==> src/hdl/pllcs_pkg.sv <==
// package: register map, field layout and timing constants for the pll clock select block
package pllcs_pkg;
   // ****************
   // register offsets
   // ****************
   localparam logic [3:0] ADDR_PLL_CONTROL = 4'h0;
   localparam logic [3:0] ADDR_SYS_CLOCK_CONTROL = 4'h4;
   localparam logic [3:0] ADDR_IRQ_STATUS = 4'h8;
   localparam logic [3:0] ADDR_IRQ_MASK = 4'hC;
   // ****************
   // field positions
   // ****************
   localparam int POS_PLL_ENABLE = 0;
   localparam int POS_PLL_STABLE = 1;
   localparam int POS_PLL_OUT_LO = 2;
   localparam int POS_PLL_INPUT = 5;
   localparam int POS_FAST_SRC = 0;
   localparam int POS_SLOW_SRC = 1;
   localparam int POS_SYS_SEL_LO = 2;
   // ****************
   // reset values
   // ****************
   localparam logic       RST_PLL_ENABLE = 1'b1;
   localparam logic [2:0] RST_PLL_OUTPUT = 3'h0;
   localparam logic       RST_PLL_INPUT = 1'b0;
   localparam logic [2:0] RST_SYS_SELECT = 3'h0;
   localparam logic       RST_FAST_SRC = 1'b0;
   localparam logic       RST_SLOW_SRC = 1'b0;
   localparam logic [1:0] RST_IRQ_MASK = 2'h0;
   // ****************
   // timing
   // ****************
   localparam int CLK_PERIOD_NS = 5;
   localparam int PLL_LOCK_TIME_NS = 100000;
   localparam int PLL_LOCK_CYCLES = (PLL_LOCK_TIME_NS + CLK_PERIOD_NS - 1) / CLK_PERIOD_NS;
   // ****************
   // encodings
   // ****************
   typedef enum logic [1:0] {PLLCS_PLL_6M, PLLCS_PLL_12M, PLLCS_PLL_16M, PLLCS_PLL_NONE} pllcs_pll_freq_e;
   typedef enum {PLLCS_LOCK_OFF, PLLCS_LOCK_WAIT, PLLCS_LOCK_DONE} pllcs_lock_e;
   typedef struct packed {
      logic       fastSel;     // 1: ext_fast_crystal
      logic       slowSel;     // 1: ext_slow_crystal
      logic [2:0] sysSel;
   } pllcs_clk_ctl_s;
   typedef struct packed {
      logic       pllEnable;
      logic [2:0] pllOutSel;
      logic       pllInSel;    // 1: 6MHz crystal
   } pllcs_pll_ctl_s;
endpackage : pllcs_pkg

==> src/hdl/pllcs_top.sv <==
// module: pll clock select control, pll lock tracking and source selection
//
// The address map and the Wishbone register port are this design's own decisions.
`timescale 1ns/1ps
module pllcs_top #(
   parameter int LOCK_CYCLES = pllcs_pkg::PLL_LOCK_CYCLES
) (
   input  wire logic        mclk,
   input  wire logic        reset,
   input  wire logic        clkEn,
   input  wire logic        wb_cyc_i,
   input  wire logic        wb_stb_i,
   input  wire logic        wb_we_i,
   input  wire logic [3:0]  wb_adr_i,
   input  wire logic [3:0]  wb_sel_i,
   input  wire logic [31:0] wb_dat_i,
   output logic      [31:0] wb_dat_o,
   output logic             wb_ack_o,
   output logic             irq,
   output logic             usbClkOn,
   output logic             pllSysClkOn,
   output logic [1:0]       pllSysFreq,
   output logic             pllPreDivide,
   output logic             fastUsesCrystal,
   output logic             slowUsesCrystal,
   output logic [2:0]       sysClkSelect,
   output logic             wdtSlowCrystal,
   output logic             timeBaseFastCrystal,
   output logic             timeBaseSlowCrystal,
   output logic             pllStable
);
   // ****************
   // registers
   // ****************
   pllcs_pkg::pllcs_pll_ctl_s pllCtl;
   pllcs_pkg::pllcs_clk_ctl_s clkCtl;
   pllcs_pkg::pllcs_lock_e    lockState;
   logic [31:0]               lockCount;
   logic [1:0]                irqStatus;
   logic [1:0]                irqMask;
   logic                      stableD;

   // ****************
   // bus decode
   // ****************
   wire busReq = wb_cyc_i && wb_stb_i && !wb_ack_o;
   wire wrReq = busReq && wb_we_i && wb_sel_i[0];
   wire hitPllCtl = wb_adr_i == pllcs_pkg::ADDR_PLL_CONTROL;
   wire hitClkCtl = wb_adr_i == pllcs_pkg::ADDR_SYS_CLOCK_CONTROL;
   wire hitStat = wb_adr_i == pllcs_pkg::ADDR_IRQ_STATUS;
   wire hitMask = wb_adr_i == pllcs_pkg::ADDR_IRQ_MASK;
   wire rdStat = busReq && !wb_we_i && hitStat;
   wire [7:0] wrByte = wb_dat_i[7:0];
   // bit 7 reserved held at zero, bit 6 unimplemented
   wire [7:0] pllCtlRead = {2'h0, pllCtl.pllInSel, pllCtl.pllOutSel, pllStable, pllCtl.pllEnable};
   wire [7:0] clkCtlRead = {3'h0, clkCtl.sysSel, clkCtl.slowSel, clkCtl.fastSel};
   wire [7:0] readByte = hitPllCtl ? pllCtlRead :
                         hitClkCtl ? clkCtlRead :
                         hitStat ? {6'h00, irqStatus} :
                         hitMask ? {6'h00, irqMask} : 8'h00;

   // ****************
   // pll lock tracking
   // ****************
   // lock time is modelled, not measured: no analog lock detect here
   wire lockDone = lockCount >= 32'(LOCK_CYCLES - 1);
   wire pllReprog = wrReq && hitPllCtl &&
                    (wrByte[pllcs_pkg::POS_PLL_INPUT] != pllCtl.pllInSel);
   wire fastSrcChange = wrReq && hitClkCtl && (wrByte[pllcs_pkg::POS_FAST_SRC] != clkCtl.fastSel);
   assign pllStable = lockState == pllcs_pkg::PLLCS_LOCK_DONE;
   wire lockEvent = pllStable && !stableD;
   wire lossEvent = !pllStable && stableD;

   // ****************
   // clock selection outputs
   // ****************
   wire [2:0] outSel = pllCtl.pllOutSel;
   wire       pllForSys = pllCtl.pllEnable && outSel[2];
   always_comb begin
      pllSysFreq = 2'(pllcs_pkg::PLLCS_PLL_NONE);
      unique case (outSel[1:0])
         2'h0: pllSysFreq = 2'(pllcs_pkg::PLLCS_PLL_6M);
         2'h1: pllSysFreq = 2'(pllcs_pkg::PLLCS_PLL_12M);
         2'h2: pllSysFreq = 2'(pllcs_pkg::PLLCS_PLL_16M);
         2'h3: pllSysFreq = 2'(pllcs_pkg::PLLCS_PLL_NONE);
      endcase
   end
   // reserved code 111 never drives the system clock from the pll
   assign pllSysClkOn = pllForSys && (outSel[1:0] != 2'h3) && pllStable;
   assign usbClkOn = pllCtl.pllEnable && pllStable;
   assign pllPreDivide = !clkCtl.fastSel || !pllCtl.pllInSel;
   assign fastUsesCrystal = clkCtl.fastSel;
   assign slowUsesCrystal = clkCtl.slowSel;
   assign sysClkSelect = clkCtl.sysSel;
   assign wdtSlowCrystal = clkCtl.slowSel;
   assign timeBaseFastCrystal = clkCtl.fastSel;
   assign timeBaseSlowCrystal = clkCtl.slowSel;
   assign irq = |(irqStatus & irqMask);

   // ****************
   // register writes
   // ****************
   always_ff @(posedge mclk) begin
      if (reset) begin
         pllCtl.pllEnable <= pllcs_pkg::RST_PLL_ENABLE;
         pllCtl.pllOutSel <= pllcs_pkg::RST_PLL_OUTPUT;
         pllCtl.pllInSel <= pllcs_pkg::RST_PLL_INPUT;
      end else if (clkEn && wrReq && hitPllCtl) begin
         pllCtl.pllEnable <= wrByte[pllcs_pkg::POS_PLL_ENABLE];
         pllCtl.pllOutSel <= wrByte[pllcs_pkg::POS_PLL_OUT_LO +: 3];
         pllCtl.pllInSel <= wrByte[pllcs_pkg::POS_PLL_INPUT];
      end
   end

   always_ff @(posedge mclk) begin
      if (reset) begin
         clkCtl.fastSel <= pllcs_pkg::RST_FAST_SRC;
         clkCtl.slowSel <= pllcs_pkg::RST_SLOW_SRC;
         clkCtl.sysSel <= pllcs_pkg::RST_SYS_SELECT;
      end else if (clkEn && wrReq && hitClkCtl) begin
         clkCtl.fastSel <= wrByte[pllcs_pkg::POS_FAST_SRC];
         clkCtl.slowSel <= wrByte[pllcs_pkg::POS_SLOW_SRC];
         clkCtl.sysSel <= wrByte[pllcs_pkg::POS_SYS_SEL_LO +: 3];
      end
   end

   always_ff @(posedge mclk) begin
      if (reset) begin
         irqMask <= pllcs_pkg::RST_IRQ_MASK;
      end else if (clkEn && wrReq && hitMask) begin
         irqMask <= wrByte[1:0];
      end
   end

   // ****************
   // lock state machine
   // ****************
   always_ff @(posedge mclk) begin
      if (reset) begin
         lockState <= pllcs_pkg::PLLCS_LOCK_WAIT;
         lockCount <= 32'h0000_0000;
      end else if (clkEn) begin
         unique case (lockState)
            pllcs_pkg::PLLCS_LOCK_OFF: begin
               lockCount <= 32'h0000_0000;
               if (pllCtl.pllEnable) begin
                  lockState <= pllcs_pkg::PLLCS_LOCK_WAIT;
               end
            end
            pllcs_pkg::PLLCS_LOCK_WAIT: begin
               if (!pllCtl.pllEnable) begin
                  lockState <= pllcs_pkg::PLLCS_LOCK_OFF;
               end else if (pllReprog || fastSrcChange) begin
                  lockCount <= 32'h0000_0000;
               end else if (lockDone) begin
                  lockState <= pllcs_pkg::PLLCS_LOCK_DONE;
               end else begin
                  lockCount <= lockCount + 32'h0000_0001;
               end
            end
            pllcs_pkg::PLLCS_LOCK_DONE: begin
               lockCount <= 32'h0000_0000;
               if (!pllCtl.pllEnable) begin
                  lockState <= pllcs_pkg::PLLCS_LOCK_OFF;
               end else if (pllReprog || fastSrcChange) begin
                  lockState <= pllcs_pkg::PLLCS_LOCK_WAIT;
               end
            end
         endcase
      end
   end

   // ****************
   // interrupt status and bus answer
   // ****************
   // set wins over the clear on read
   always_ff @(posedge mclk) begin
      if (reset) begin
         stableD <= 1'b0;
         irqStatus <= 2'h0;
      end else if (clkEn) begin
         stableD <= pllStable;
         irqStatus <= (rdStat ? 2'h0 : irqStatus) | {lossEvent, lockEvent};
      end
   end

   always_ff @(posedge mclk) begin
      if (reset) begin
         wb_ack_o <= 1'b0;
         wb_dat_o <= 32'h0000_0000;
      end else if (clkEn) begin
         wb_ack_o <= busReq;
         wb_dat_o <= (busReq && !wb_we_i) ? {24'h00_0000, readByte} : 32'h0000_0000;
      end
   end
endmodule : pllcs_top

==> config.mk <==
export PLATFORM = sky130hd
export DESIGN_NAME = pllcs_top
export DESIGN_NICKNAME = d
export VERILOG_FILES = /design/src/hdl/pllcs_pkg.sv /design/src/hdl/pllcs_top.sv
export SDC_FILE = /design/constraint.sdc
export NUM_CORES = 1
export LEC_CHECK = 0
export BUFFER_PORTS_ARGS = -buffer_cell sky130_fd_sc_hd__buf_2
export CAP_MARGIN = 20
export CORE_UTILIZATION = 56
export CTS_CLUSTER_SIZE = 14
export DETAILED_ROUTE_END_ITERATION = 6
export GPL_TIMING_DRIVEN = 0
export PLACE_DENSITY_LB_ADDON = 0.25
export SETUP_SLACK_MARGIN = 0.05
export SYNTH_ARGS = -nofsm -noshare
export SYNTH_HDL_FRONTEND = slang
export SYNTH_SLANG_ARGS = --single-unit
==> constraint.sdc <==
create_clock -name mclk -period 3.7 [get_ports mclk]
set_input_delay 0.555 -clock mclk [delete_from_list [all_inputs] [get_ports mclk]]
set_output_delay 0.555 -clock mclk [all_outputs]
set_load 0.1 [all_outputs]
# After elaboration in Yosys (flattened, before gate mapping)
# Cells that the tools add are included.
# classes
muxes,18
eq_ne,18
n_lt_le_gt_ge,1
n_addsub,1
n_reduce_logical,35
bitwise,2
# op_table
operator,count
32-bit 2-to-1 mux,9
32-bit one-hot mux with 3 select lines,1
32-bit one-hot mux with 2 select lines,1
32-bit by 1-bit adder with 32-bit output (second input constant),1
32-bit by 1-bit equality test with 1-bit output (second input constant),1
32-bit by 2-bit equality test with 1-bit output (second input constant),1
32-bit by 3-bit equality test with 1-bit output (second input constant),1
32-bit by 15-bit >= comparator with 1-bit output (second input constant),1
32-bit logical NOT,1
1-bit logical AND,20
6-bit 2-to-1 mux,2
3-bit inequality test (second input constant),4
4-bit equality test (second input constant),2
2-bit one-hot mux with 4 select lines,1
1-bit logical NOT,6
2-bit 2-to-1 mux,3
2-bit inequality test (second input constant),3
5-bit 2-to-1 mux,1
5-bit AND reduction,1
2-bit equality test (second input constant),2
4-bit by 3-bit equality test with 1-bit output (second input constant),1
4-bit logical NOT,1
2-bit OR reduction,2
3-bit AND reduction,1
other kinds (6),8
# word_totals
word_cells,88
regBits,112
inputBits,46

# Logic depth before layout (Yosys ltp)
# depth
depth_word,10
depth_mapped,10
depth_no_buf,7

# Least setup slack after synthesis
# No wires, ideal clock.
# synth_path
path_type,register to output
from,register lockState[0]
to,output port pllSysClkOn
n_path_buf,1
setup_slack_ns,-0.105
path_stages_with_launch,6
required_ns,3.145
t_arrival_ns,3.250
path_cell_list,dfxtp_1 inv_1 ha_1 clkbuf_1 and2_1 and3_1
# synth_between
elab_chain_cells,2
# synth_lines
element,line_no,source
"start, declared",pllcs_top.sv:37,pllcs_pkg::pllcs_lock_e lockState;
"start signal, assigned",pllcs_top.sv:140,lockState <= pllcs_pkg::PLLCS_LOCK_WAIT;
"start signal, assigned",pllcs_top.sv:147,lockState <= pllcs_pkg::PLLCS_LOCK_WAIT;
"start signal, assigned",pllcs_top.sv:152,lockState <= pllcs_pkg::PLLCS_LOCK_OFF;
32-bit by 3-bit equality test with 1-bit output,pllcs_top.sv:70,assign pllStable = lockState == pllcs_pkg::PLLCS_LOCK_DONE;
net pllStable,pllcs_top.sv:30,output logic pllStable
1-bit logical AND,pllcs_top.sv:89,assign pllSysClkOn = pllForSys && (outSel[1:0] != 2'h3) && pllStable;
"end, declared",pllcs_top.sv:21,"output logic pllSysClkOn,"
# The timed path passes the listed nets, and every way through them passes these cells.

# Final worst setup path
# layout_path
from,input port wb_adr_i[3]
to,register lockCount[25]
# layout_between
elab_chain_cells,7
word_cells_on_any_way,12
# layout_lines
element,line_no,source
"start, declared",pllcs_top.sv:14,"input wire logic [3:0] wb_adr_i,"
4-bit by 3-bit equality test with 1-bit output / 4-bit logical NOT (equally long branches),"pllcs_top.sv:49, pllcs_top.sv:48",
"1-bit logical AND, on equally long branches (2 in series)","pllcs_top.sv:69, pllcs_top.sv:67",
1-bit logical OR *,pllcs_top.sv:153,end else if (pllReprog || fastSrcChange) begin
32-bit 2-to-1 mux,pllcs_top.sv:153,
32-bit 2-to-1 mux,pllcs_top.sv:151,if (!pllCtl.pllEnable) begin
32-bit one-hot mux with 2 select lines,pllcs_top.sv:143,unique case (lockState)
"end signal, assigned",pllcs_top.sv:158,lockCount <= lockCount + 32'h0000_0001;
"end, declared",pllcs_top.sv:38,logic [31:0] lockCount;
# Every way passes the cells marked *; elsewhere a longest branch is shown, timed or not. The select of a mux whose other input is x is not followed.
# A chain may end at the register's enable or synchronous reset.

==> out/qor.txt <==
Clock buffer depth = 2
Clk_skew = 0.0181 ns
Critical path data required time = 3.88 ns
Critical path's most frequent cell = clkbuf_1
Cell row count = 27
ANT cells = 0
Clk pwr share = 0.281
Detailed-route wire length per cell = 15.3 µm
Synth top area share = 0.342
Initial cell density of the core = 0.588
Initial antenna violation count = 0
Fmax = 0.348 GHz
Met2 wire len = 3920 µm
Critical-path top delay cell = clkbuf_1
CTS Buf Count = 5
Worst stage delay on the critical path = 0.51 ns
Async S/R FF share, synth = 0
Switching power summed over all nets = 440 µW
Layout cells sized above 1 = 0.182
Critical Path Start Type = input pin
Gr ovfl total = 0
Status = finished, final reports clean
Crit-path cells = clkbuf_1 > nor4_2 > a32o_1 > a211o_1 > clkbuf_1 > clkbuf_1 > a21oi_1 > o21ai_0 > a21oi_1
Die height = 78.5 µm
Gate power share = 0.228
Worst Hold Class = in2reg
Tot Pwr = 1.25 mW
Setup TNS = 0 ns
First-pass GRT wire length = 13600 µm
Cells after Synth = 405
Syn Std Cell Area = 3280 µm²
Final setup violation count = 0
Initial DRC count = 179
TritonRoute pass-1 iters = 5
Synth Area in Compound Gates = 0.219
PostCTS Resize Cnt = 0
Synth area leaders = dfxtp_1 (34%), buf_4 (6.6%), mux2i_1 (5.5%), nor2_1 (5.3%), a21oi_1 (3.5%)
Die Wd = 78.5 µm
Cell taking the most area after synthesis = dfxtp_1
Drt total wl = 8340 µm
Minimum clock period = 2.87 ns
Crit path DAT = 3.05 ns
Core Area = 5570 µm²
Mapped Avg Cell Area = 8.09 µm²
Simple logic cell fraction of the synthesized area = 0.246
Clk_lat worst skew = 0.33 ns
Main combinational cell family by area after synthesis = simple AND/OR/NAND/NOR gates
Largest net degree at the start of global routing = 18
Sw frac = 0.353
Antenna-violating nets left = 0
Fin nets = 521
CP endpoint kind = flop
Io pins = 94
Die area = 6160 µm²
Critical path type = in2reg
Clock sink count = 56
Number of post-CTS setup repair buffers = 0
Max-Cap Viols = 0
Final hold violation count = 0
Total number of vias = 3258
Worst slew margin = 0.379
Synthesis-stage register bit count = 56
Seq/Total Area, Yosys = 0.342
Clock root buffer = clkbuf_8
Leak = 1.43 nW
Number of global-route vias before repair = 2891
Power per cell area = 335 nW/µm²
Dominant synthesized flop cell = dfxtp_1
RSZ-0062 raised after global routing = false
Crit share post-route = 0.776
Vias per Instance = 5.99
Fin. max-slew vios = 0
Adder-Cell Fraction of Synth Area = 0.0153
Worst vdd ir = 194 µV
Sequential fraction of design power = 0.491
Slew @ Worst Pin = 0.922 ns
Library cells used by synthesis = 58
Syn. warnings = 0
Commonest cells post-synth = dfxtp_1 (56), nor2_1 (46), buf_4 (29)
DRC = 0
HPWL after DPL = 5930 µm
WL met1 = 3700 µm
Fillcell total = 483
Top Layer Used = met4
CTS tree = yes
Post-synth EDFFs = 0
Clk slew on worst S/H paths = 0.10 ns
GRT Overall Usage = 0.280
CTS Hold Bufs = 0
Routed wl met3 = 596 µm
Mux contribution to synthesized area = 0.0619
Most frequent cell after synthesis = dfxtp_1
Critical path peak fanout = 10
Port Buf Inserts = 34
Post-synthesis xor/xnor area fraction = 0.00535
H-tree depth = 2
Final Wtd Congestion = 0.940
Area Overhead vs Synth = 13.6%
P_int = 807 µW
[cell families (layout without fill, tap and decap cells)]
family / after synthesis / count (layout)
simple gates: 154 / 154
compound gates: 105 / 105
buf+inv: 63 / 105
flops: 56 / 56
mux: 20 / 20
fa+ha+maj: 4 / 4
xor+xnor: 2 / 2
other cells: 1 / 26
[sequential cells by signal, summed over array words and instances, names as in the netlist]
name             cells
fastUsesCrystal      1
irqMask              2
irqStatus            2
lockCount           32
lockState            2
outSel               3
pllCtl               2
slowUsesCrystal      1
stableD              1
sysClkSelect         3
wb_ack_o             1
wb_dat_o             6
[per-layer routing]
metal  GRT usage  vias up
li1            -     1579
met2       0.475      150
met1       0.360     1514
met5           0        -
met3      0.0570       15
met4      0.0778        0
[cell usage in the layout (no fill, tap or decap), drive strengths merged, types with 16 or more instances in the layout]
cell type and count:
buf 69, dfxtp 56, nor2 46, nand2 27, conb 26, clkbuf 25
a21oi 23, o21ai 19, mux2i 18, nand3 16
[through the flow]
stage / hold WS (ns) / area (µm²) / util / instances / setup slack, ns
floorplan: 0.451 / 3370 / - / 430 / 0.143
global placement: 0.468 / 3630 / 0.652 / 536 / 0.604
detailed placement: 0.470 / 3630 / 0.652 / 536 / 0.564
CTS: 0.486 / 3720 / 0.668 / 544 / 0.884
global route: 0.500 / 3720 / 0.668 / 544 / 0.625
finish: 0.486 / 3720 / 0.668 / 544 / 0.829
[final timing paths]
| path | start | end | slack, ns | depth (start not counted) |
|---|---|---|---|---|
| setup / recovery | wb_adr_i[3] | lockCount[25] | 0.83 | 9 |
| hold / removal | wb_dat_i[3] | outSel[1] | 0.49 | 3 |
| setup reg to reg | lockCount[0] | lockCount[24] | 0.92 | 6 |
| hold reg to reg | lockState[1] | lockState[1] | 0.49 | 2 |
[cell type report]
cell class                 count  area [µm²]  share of cell area
clock inverter                 2        16.3             0.00437
clock buffer                   6        72.6              0.0195
sequential                    56        1120               0.301
multi-input combinational    311        1890               0.509
inverter                       9        33.8             0.00908
buffer                        54         324              0.0871
timing repair buffer          34         170              0.0457
tap                           72        90.1              0.0242
[worst max-delay path: cells and delay by family]
kind	cells	cell delay, ns
and+or+nand+nor	1	0.44
buffers and inverters	3	1.12
AOI/OAI and AO/OA	5	0.94
[power groups by stage]
stage               Clock [mW]  Combinational [mW]  Sequential, mW
finish                   0.351               0.284           0.613
global route             0.378               0.301           0.614
CTS                      0.349               0.281           0.613
detailed placement           0               0.280           0.627
global placement             0               0.276           0.627
floorplan                    0               0.232           0.629
(Power assumes the default switching activity.)
